## src/rtl/sacg_cfg.svh

```systemverilog
// Constants for the step axis command gate: widths, codes and message numbers
`ifndef SACG_CFG_SVH
`define SACG_CFG_SVH
`define SACG_POS_W 32
`define SACG_SPD_W 16
`define SACG_CMV_W 16
`define SACG_CMV_UNITY 16'h03E8
`define SACG_MSG_W 8
`define SACG_MSG_NONE 8'h00
`define SACG_MSG_UNCONF 8'h01
`define SACG_MSG_BLOCKED 8'h02
`define SACG_MSG_DRIVE 8'h03
`define SACG_MSG_MODE 8'h04
`define SACG_MSG_LIMIT 8'h05
`define SACG_MSG_UNREF 8'h06
`define SACG_MSG_SPEED 8'h07
`define SACG_MSG_EOR 8'h08
`define SACG_MSG_DDLOCK 8'h09
`endif

```

## src/rtl/sacg_pkg.sv

```systemverilog
// Types for the step axis command gate
package sacg_pkg;
  typedef enum logic [2:0] {
    SACG_CMD_ABS, SACG_CMD_REL, SACG_CMD_REF, SACG_CMD_INCH, SACG_CMD_CONT
  } sacg_cmd_t;
  typedef enum logic [1:0] {
    SACG_MODE_OFF, SACG_MODE_AUTO, SACG_MODE_MANUAL, SACG_MODE_DIRECT
  } sacg_mode_t;
  typedef enum logic [3:0] {
    SACG_CAUSE_NONE, SACG_CAUSE_UNCONF, SACG_CAUSE_BLOCKED, SACG_CAUSE_DRIVE,
    SACG_CAUSE_MODE, SACG_CAUSE_LIMIT, SACG_CAUSE_UNREF, SACG_CAUSE_SPEED,
    SACG_CAUSE_EOR, SACG_CAUSE_DDLOCK
  } sacg_cause_t;
  typedef enum logic {SACG_IDLE, SACG_MOVING} sacg_state_t;
endpackage

```

## src/rtl/sacg_gate.sv

```systemverilog
// Command admission, speed clamping and fault classification for one step axis
`include "sacg_cfg.svh"
`timescale 1ns/1ps
`default_nettype none
module sacg_gate
  import sacg_pkg::*;
(
  input wire logic mclk,
  input wire logic resetn,
  input wire logic configured,
  input wire logic blocking_error,
  input wire logic drive_enable,
  input wire logic stop_request,
  input wire logic fault_acknowledge,
  input wire sacg_mode_t mode_select,
  input wire logic cmd_valid,
  input wire sacg_cmd_t cmd_kind,
  input wire logic cmd_dir_up,
  input wire logic signed [`SACG_POS_W-1:0] cmd_position,
  input wire logic [`SACG_SPD_W-1:0] cmd_speed,
  input wire logic sequence_step,
  input wire logic sequence_option,
  input wire logic signed [`SACG_POS_W-1:0] soft_limit_low,
  input wire logic signed [`SACG_POS_W-1:0] soft_limit_high,
  input wire logic [`SACG_SPD_W-1:0] max_feed_speed,
  input wire logic [`SACG_CMV_W-1:0] speed_modulation_coefficient,
  input wire logic monitor_inversion,
  input wire logic drive_ready_pin,
  input wire logic eor_low_pin,
  input wire logic eor_high_pin,
  input wire logic internal_fault,
  input wire logic step_done,
  input wire logic signed [`SACG_POS_W-1:0] current_position,
  input wire logic referenced_set,
  input wire logic parameter_write_request,
  input wire logic adjustment_exchange_pending,
  output logic param_write_accept,
  output logic cmd_accept,
  output logic cmd_refuse,
  output logic moving,
  output logic axis_up,
  output logic signed [`SACG_POS_W-1:0] target_position,
  output logic [`SACG_SPD_W-1:0] run_speed,
  output logic referenced,
  output sacg_cause_t refuse_cause,
  output logic [`SACG_MSG_W-1:0] refuse_msg,
  output logic fault_internal,
  output logic fault_external,
  output logic fault_other
);
  // Three-stage synchronisers for the pins; the first stage feeds only the second
  logic [2:0] drv_s_reg, eorl_s_reg, eorh_s_reg;
  logic drv_reg, eorl_reg, eorh_reg, ack_d_reg, ddlock_reg;
  sacg_state_t state_reg;
  logic signed [`SACG_POS_W-1:0] abs_pos_reg;
  always_ff @(posedge mclk or negedge resetn) begin
    if (!resetn) begin
      drv_s_reg <= 3'h0;
      eorl_s_reg <= 3'h0;
      eorh_s_reg <= 3'h0;
    end else begin
      drv_s_reg <= {drv_s_reg[1:0], drive_ready_pin};
      eorl_s_reg <= {eorl_s_reg[1:0], eor_low_pin};
      eorh_s_reg <= {eorh_s_reg[1:0], eor_high_pin};
    end
  end

  // A change is taken only once stages two and three agree
  always_ff @(posedge mclk or negedge resetn) begin
    if (!resetn) begin
      drv_reg <= 1'b0;
      eorl_reg <= 1'b0;
      eorh_reg <= 1'b0;
    end else begin
      if (drv_s_reg[1] == drv_s_reg[2]) drv_reg <= drv_s_reg[2];
      if (eorl_s_reg[1] == eorl_s_reg[2]) eorl_reg <= eorl_s_reg[2];
      if (eorh_s_reg[1] == eorh_s_reg[2]) eorh_reg <= eorh_s_reg[2];
    end
  end

  // Inverted monitor reads an open input as healthy, so no translator is needed
  logic drive_ok;
  assign drive_ok = monitor_inversion ? !drv_reg : drv_reg;

  // Running into an active end-of-run; resting on one is no fault, so a return move stays open
  logic eor_hit;
  assign eor_hit = (eorl_reg && !axis_up) || (eorh_reg && axis_up);

  // Relative target from the current position; wide sum avoids wrap
  logic signed [`SACG_POS_W:0] rel_wide;
  logic signed [`SACG_POS_W-1:0] tgt;
  logic in_limits, rel_ovf;
  assign rel_wide = {current_position[`SACG_POS_W-1], current_position}
                  + {cmd_position[`SACG_POS_W-1], cmd_position};
  assign rel_ovf = rel_wide[`SACG_POS_W] != rel_wide[`SACG_POS_W-1];
  always_comb begin
    tgt = cmd_position;
    in_limits = 1'b1;
    case (cmd_kind)
      SACG_CMD_ABS: begin
        in_limits = cmd_position >= soft_limit_low && cmd_position <= soft_limit_high;
      end
      SACG_CMD_REL: begin
        tgt = rel_wide[`SACG_POS_W-1:0];
        in_limits = !rel_ovf && tgt >= soft_limit_low && tgt <= soft_limit_high;
      end
      SACG_CMD_CONT: begin
        // Without the sequence option a continuous move runs to the soft limit
        tgt = cmd_dir_up ? soft_limit_high : soft_limit_low;
      end
      default: begin
        tgt = cmd_position;
      end
    endcase
  end

  // Direction of the request, used for the end-of-run check
  logic dir_up;
  always_comb begin
    case (cmd_kind)
      SACG_CMD_ABS, SACG_CMD_REL: dir_up = tgt > current_position;
      default: dir_up = cmd_dir_up;
    endcase
  end

  // Checks in priority order; the first failing one names the cause
  sacg_cause_t cause;
  logic [`SACG_MSG_W-1:0] msg;
  always_comb begin
    cause = SACG_CAUSE_NONE;
    msg = `SACG_MSG_NONE;
    if (!configured) begin
      cause = SACG_CAUSE_UNCONF;
      msg = `SACG_MSG_UNCONF;
    end else if (blocking_error || fault_internal || fault_external || fault_other) begin
      cause = SACG_CAUSE_BLOCKED;
      msg = `SACG_MSG_BLOCKED;
    end else if (!drive_enable || stop_request || !drive_ok) begin
      cause = SACG_CAUSE_DRIVE;
      msg = `SACG_MSG_DRIVE;
    end else if (mode_select != SACG_MODE_AUTO && mode_select != SACG_MODE_MANUAL) begin
      cause = (mode_select == SACG_MODE_DIRECT && ddlock_reg) ? SACG_CAUSE_DDLOCK
                                                               : SACG_CAUSE_MODE;
      msg = (mode_select == SACG_MODE_DIRECT && ddlock_reg) ? `SACG_MSG_DDLOCK : `SACG_MSG_MODE;
    end else if (!referenced && cmd_kind != SACG_CMD_REF && cmd_kind != SACG_CMD_INCH) begin
      cause = SACG_CAUSE_UNREF;
      msg = `SACG_MSG_UNREF;
    end else if (!in_limits) begin
      cause = SACG_CAUSE_LIMIT;
      msg = `SACG_MSG_LIMIT;
    end else if (cmd_speed > max_feed_speed) begin
      cause = SACG_CAUSE_SPEED;
      msg = `SACG_MSG_SPEED;
    end else if ((eorl_reg && !dir_up) || (eorh_reg && dir_up)) begin
      cause = SACG_CAUSE_EOR;
      msg = `SACG_MSG_EOR;
    end
  end

  assign cmd_accept = cmd_valid && cause == SACG_CAUSE_NONE;
  assign cmd_refuse = cmd_valid && cause != SACG_CAUSE_NONE;
  assign param_write_accept = parameter_write_request && !adjustment_exchange_pending;

  // Modulated speed, clamped to the ceiling; product kept at full width
  logic [`SACG_SPD_W+`SACG_CMV_W-1:0] mod_prod;
  logic [`SACG_SPD_W+`SACG_CMV_W-1:0] mod_spd;
  logic [`SACG_SPD_W-1:0] base_spd_reg;
  assign mod_prod = base_spd_reg * speed_modulation_coefficient;
  assign mod_spd = mod_prod / `SACG_CMV_UNITY;

  // Motion registers load only on an accepted command; the state also drops back to idle on its own
  always_ff @(posedge mclk or negedge resetn) begin
    if (!resetn) begin
      state_reg <= SACG_IDLE;
      target_position <= '0;
      base_spd_reg <= '0;
      axis_up <= 1'b0;
    end else if (cmd_accept) begin
      state_reg <= SACG_MOVING;
      target_position <= tgt;
      base_spd_reg <= cmd_speed;
      axis_up <= dir_up;
    end else begin
      case (state_reg)
        SACG_MOVING: begin
          // A sequence step ends any move only when the option is on
          if (step_done || stop_request || !drive_enable || eor_hit ||
              (sequence_step && sequence_option))
            state_reg <= SACG_IDLE;
        end
        default: state_reg <= SACG_IDLE;
      endcase
    end
  end
  assign moving = state_reg == SACG_MOVING;

  always_ff @(posedge mclk or negedge resetn) begin
    if (!resetn) run_speed <= '0;
    else if (mod_spd > {{`SACG_CMV_W{1'b0}}, max_feed_speed}) run_speed <= max_feed_speed;
    else run_speed <= mod_spd[`SACG_SPD_W-1:0];
  end

  // Reference kept until the drive is disabled; a refused command cannot touch it
  always_ff @(posedge mclk or negedge resetn) begin
    if (!resetn) referenced <= 1'b0;
    else if (referenced_set) referenced <= 1'b1;
    else if (!drive_enable) referenced <= 1'b0;
  end

  // Only a rising edge of acknowledge clears faults; a held level does nothing
  logic ack_rise, dd_overrun;
  assign ack_rise = fault_acknowledge && !ack_d_reg;
  assign dd_overrun = mode_select == SACG_MODE_DIRECT && referenced &&
                      (current_position < soft_limit_low || current_position > soft_limit_high);
  always_ff @(posedge mclk or negedge resetn) begin
    if (!resetn) ack_d_reg <= 1'b0;
    else ack_d_reg <= fault_acknowledge;
  end

  // Direct-drive overrun locks further direct moves; set wins over acknowledge
  always_ff @(posedge mclk or negedge resetn) begin
    if (!resetn) ddlock_reg <= 1'b0;
    else if (dd_overrun) ddlock_reg <= 1'b1;
    else if (ack_rise && !referenced) ddlock_reg <= 1'b0;
  end

  // Sticky fault classes; an event in the acknowledge cycle is kept
  always_ff @(posedge mclk or negedge resetn) begin
    if (!resetn) begin
      fault_internal <= 1'b0;
      fault_external <= 1'b0;
      fault_other <= 1'b0;
    end else begin
      fault_internal <= internal_fault || (fault_internal && !ack_rise);
      fault_external <= !drive_ok || (moving && eor_hit) || (moving && stop_request)
                        || (fault_external && !ack_rise);
      fault_other <= dd_overrun || (fault_other && !ack_rise);
    end
  end

  // Last refusal cause and message held for readout
  always_ff @(posedge mclk or negedge resetn) begin
    if (!resetn) begin
      refuse_cause <= SACG_CAUSE_NONE;
      refuse_msg <= `SACG_MSG_NONE;
    end else if (cmd_refuse) begin
      refuse_cause <= cause;
      refuse_msg <= msg;
    end
  end
endmodule
`default_nettype wire

```

## config.mk

```make
export PLATFORM = sky130hd
export DESIGN_NAME = sacg_gate
export DESIGN_NICKNAME = d
export VERILOG_FILES = /design/src/rtl/sacg_pkg.sv /design/src/rtl/sacg_gate.sv
export VERILOG_INCLUDE_DIRS = /design/src /design/src/rtl
export SDC_FILE = /design/constraint.sdc
export NUM_CORES = 1
export LEC_CHECK = 0
export BUFFER_PORTS_ARGS = -buffer_cell sky130_fd_sc_hd__buf_2
export CAP_MARGIN = 40
export CORE_MARGIN = 10
export CORE_UTILIZATION = 55
export DETAILED_ROUTE_END_ITERATION = 7
export GPL_TIMING_DRIVEN = 0
export PLACE_DENSITY = 0.87
export SLEW_MARGIN = 20
export SYNTH_ARGS = -nofsm -noshare
export SYNTH_HDL_FRONTEND = slang
export SYNTH_SLANG_ARGS = --single-unit
```

## constraint.sdc

```tcl
create_clock -name mclk -period 39.8 [get_ports mclk]
set_input_delay 1.99 -clock mclk [delete_from_list [all_inputs] [get_ports mclk]]
set_output_delay 1.99 -clock mclk [all_outputs]
set_load 0.02 [all_outputs]
```

==> flow_metrics.py <==
metrics = {
    "worst_setup_path": {
        "crit_path_end_kind": "flip-flop",
        "timing.rr.end": "run_speed[15]",
        "crit_slowest_cell": "nor4_2",
        "crit_required_ns": 40.11,
        "slowest_delay_ns": 0.68,
        "reg2reg_from": "base_spd_reg[11]",
        "crit_top_cell": "fa_1",
        "cp.arrival_ns": 29.72,
        "cp_max_fo": 10,
        "worst-r2r-cell-count": 99,
        "crit_type": "in2reg",
        "regToRegSetupSlack_ns": 11.52,
        "worstSetupStartpointType": "input pin",
    },
    "sta": {
        "setup_tns_ns": 0,
        "fin_crit_sh_pct": 73.88,
        "rsz0062_at_grt": "no",
        "worst_slack_ns": 10.40,
        "fin_crit_ns": 29.40,
        "fmax_mhz": 34.01,
        "finalClockSkew_ns": 0.01463,
        "relSlewSlack_pct": 42.96,
        "setup_viol": 0,
        "drv_slew": 0,
        "tightest_slew_ns": 0.8491,
        "hold_viol": 0,
    },
    "synth": {
        "ys_warn_count": 0,
        "netlist_top_cells_count": "ha_1, inv_1, nand2_1, a21oi_1, fa_1",
        "async_flop_share_pct": 100.0,
        "yosysSeqAreaShare_pct": 8.069,
        "synth_top_area_share_pct": 17.97,
        "synthesis.area_um2": 27290,
        "yosysMostFrequentCell": "ha_1",
        "synthDistinctLibCells": 123,
        "syn-instance-count": 3426,
        "synthAdderAreaFrac_pct": 32.61,
        "synth-simple-area-share_pct": 20.95,
        "synth_ff_type": "dfrtp_1",
        "synth_xor_xnor_area_share_pct": 4.466,
        "yosys_register_bits": 88,
        "syn_avg_cell_area_um2": 7.966,
        "synth.area.mux_share_pct": 3.402,
        "netlist_top_cells_area": "ha_1, fa_1, dfrtp_1",
        "synth_edf_count": 0,
        "synth_compound_area_share_pct": 23.23,
        "synth_top_cell_by_area": "ha_1",
        "synth_top_family_by_area": "adder cells",
    },
    "floorplan": {
        "fp-row-count": 81,
        "die_w_um": 242.8,
        "start_util_pct": 55.75,
        "core_area_um2": 48950,
        "pin_count": 270,
        "fp.dieH_um": 242.8,
        "die-area_um2": 58930,
    },
    "clock_tree": {
        "htree_levels": 3,
        "cts_resized": 0,
        "clkTransAtPathRegs_ns": 0.08,
        "cts-root-buf": "clkbuf_16",
        "numCtsBuffers": 9,
        "clockBufferDepth": 2,
        "holdBufCountCts": 0,
        "clkLatencyLatePin_ns": 0.40,
        "clock_sinks": 88,
        "post-cts-setup-buffers": 0,
        "cts_tree": "done",
    },
    "placement": {
        "pre_cts_ws_ns": 10.69,
        "portBuffers": 264,
        "place.gp.congestion": 0.9735,
        "place_area_um2": 29540,
        "dp_hpwl_mm": 72.71,
    },
    "routing": {
        "drt_iter0_drc": 2943,
        "wirelength_mm": 86.15,
        "avgRoutedWirePerCell_um": 19.65,
        "antenna_left": 0,
        "via_count": 27590,
        "via_per_inst": 6.291,
        "drt-pass1-iter-count": 8,
        "drcViolationCount": 0,
    },
    "power_and_ir_drop": {
        "pwr_density_cell_nw_per_um2": 27.30,
        "ir_drop_mv": 0.02806,
        "p_leak_nw": 14.91,
    },
    "worst_hold_path": {
        "min_to": "eorh_s_reg[1]",
        "hold_depth": 0,
        "hp-start": "eorh_s_reg[0]",
        "min_path_type": "reg2reg",
    },
    "grt": {
        "grt_pass1_vias": 27440,
        "grt_max_degree": 47,
        "overflow": 0,
        "grt_pass1_wl_mm": 140.8,
        "grtUsageTotal_pct": 28.60,
        "antenna_found_initial": 3,
    },
    "final_layout": {
        "stdcell_area_um2": 29840,
        "largest_register_ffs": 32,
        "syn2layout_area_growth_pct": 9.348,
        "fin_nets": 4501,
        "regArea_um2": 2202,
        "fillers": 4331,
        "drive_gt1_share_pct": 12.02,
        "multiInputGateArea_um2": 23120,
        "fin_util_pct": 60.96,
    },
    "outcome": {
        "status": "completed",
    },
    "job": {
        "maxCapViolCount": 0,
    },
}
-- final cells by class --
class	count	share of cell area [%]
clock inverter	6	0.1635
multi-input combinational	2839	77.49
inverter	377	4.751
clock buffer	10	0.8008
timing repair buffer	273	4.713
sequential	88	7.379
tap	664	2.784
antenna	3	0.02516
buffer	125	1.891
-- layer usage --
metal | vias to the layer above | global-route usage (%) | share of wire (%)
li1 | 12830 | - | -
met1 | 12990 | 35.54 | 40
met2 | 1510 | 47.60 | 46
met3 | 264 | 5.150 | 9.4
met4 | 0 | 12.81 | 4.6
met5 | - | 0 | 0
-- worst max-delay path, delay by kind of cell --
kind	cells	cell delay, ns
AOI/OAI and AO/OA	38	10.15
and+or+nand+nor	29	8.21
adders and majority gates	8	3.62
buffers and inverters	16	3.06
muxes	5	1.65
xor gates and xnor gates	4	0.98
-- power by group --
part	switching (mW)	total, mW	internal (mW)
clock	0.0456	0.0905	0.0448
sequential	0.00430	0.103	0.0984
combinational	0.386	0.622	0.235
-- cell families after synthesis --
family / count (synthesis)
AOI/OAI and AO/OA: 895
xor gates and xnor gates: 134
adders and majority gates: 596
buffers and inverters: 502
DFF: 88
muxes: 87
other: 1
and+or+nand+nor: 1123
-- worst max path at each step --
stage	startpoint	end	slack, ns	depth (start not counted)
global placement	speed_modulation_coefficient[3]	run_speed[15]	10.35	99
floorplan	speed_modulation_coefficient[3]	run_speed[7]	15.44	98
CTS	speed_modulation_coefficient[2]	run_speed[15]	11.07	100
global route	speed_modulation_coefficient[12]	run_speed[15]	8.75	98
finish	speed_modulation_coefficient[2]	run_speed[15]	10.40	100
detailed placement	speed_modulation_coefficient[2]	run_speed[15]	10.69	100
-- cell usage in the layout (no fill, tap or decap), types with 21 or more instances in the layout --
master and count:
inv_1 372, o21ai_0 147, buf_2 292, a21oi_1 215, a221o_1 35, nand4_1 82, nand3_1 68, dfrtp_1 88
ha_1 392, a31oi_1 22, o211ai_1 34, nor2_1 154, nor2b_1 55, o21a_1 29, nand2b_1 59, a21o_1 63
nand2_1 361, xnor2_1 97, o21bai_1 35, xor2_1 31, nor3_1 63, and2_1 161, mux2i_1 56, o22ai_1 25
clkbuf_1 78, fa_1 195, a211oi_1 29, mux2_2 26, nor4_1 21, o21ai_1 30, and3_1 23
-- stage by stage --
step                      hold WS [ns]  std cells  power, mW
after floorplan                 0.3312       3429     0.5658
after global placement          0.3339       4357     0.6972
after detailed placement        0.3371       4365     0.7107
after CTS                       0.3542       4381     0.8051
after global routing            0.3587       4383     0.8819
final                           0.3538       4385     0.8147
Note: power is estimated with default switching activity, not from simulation.
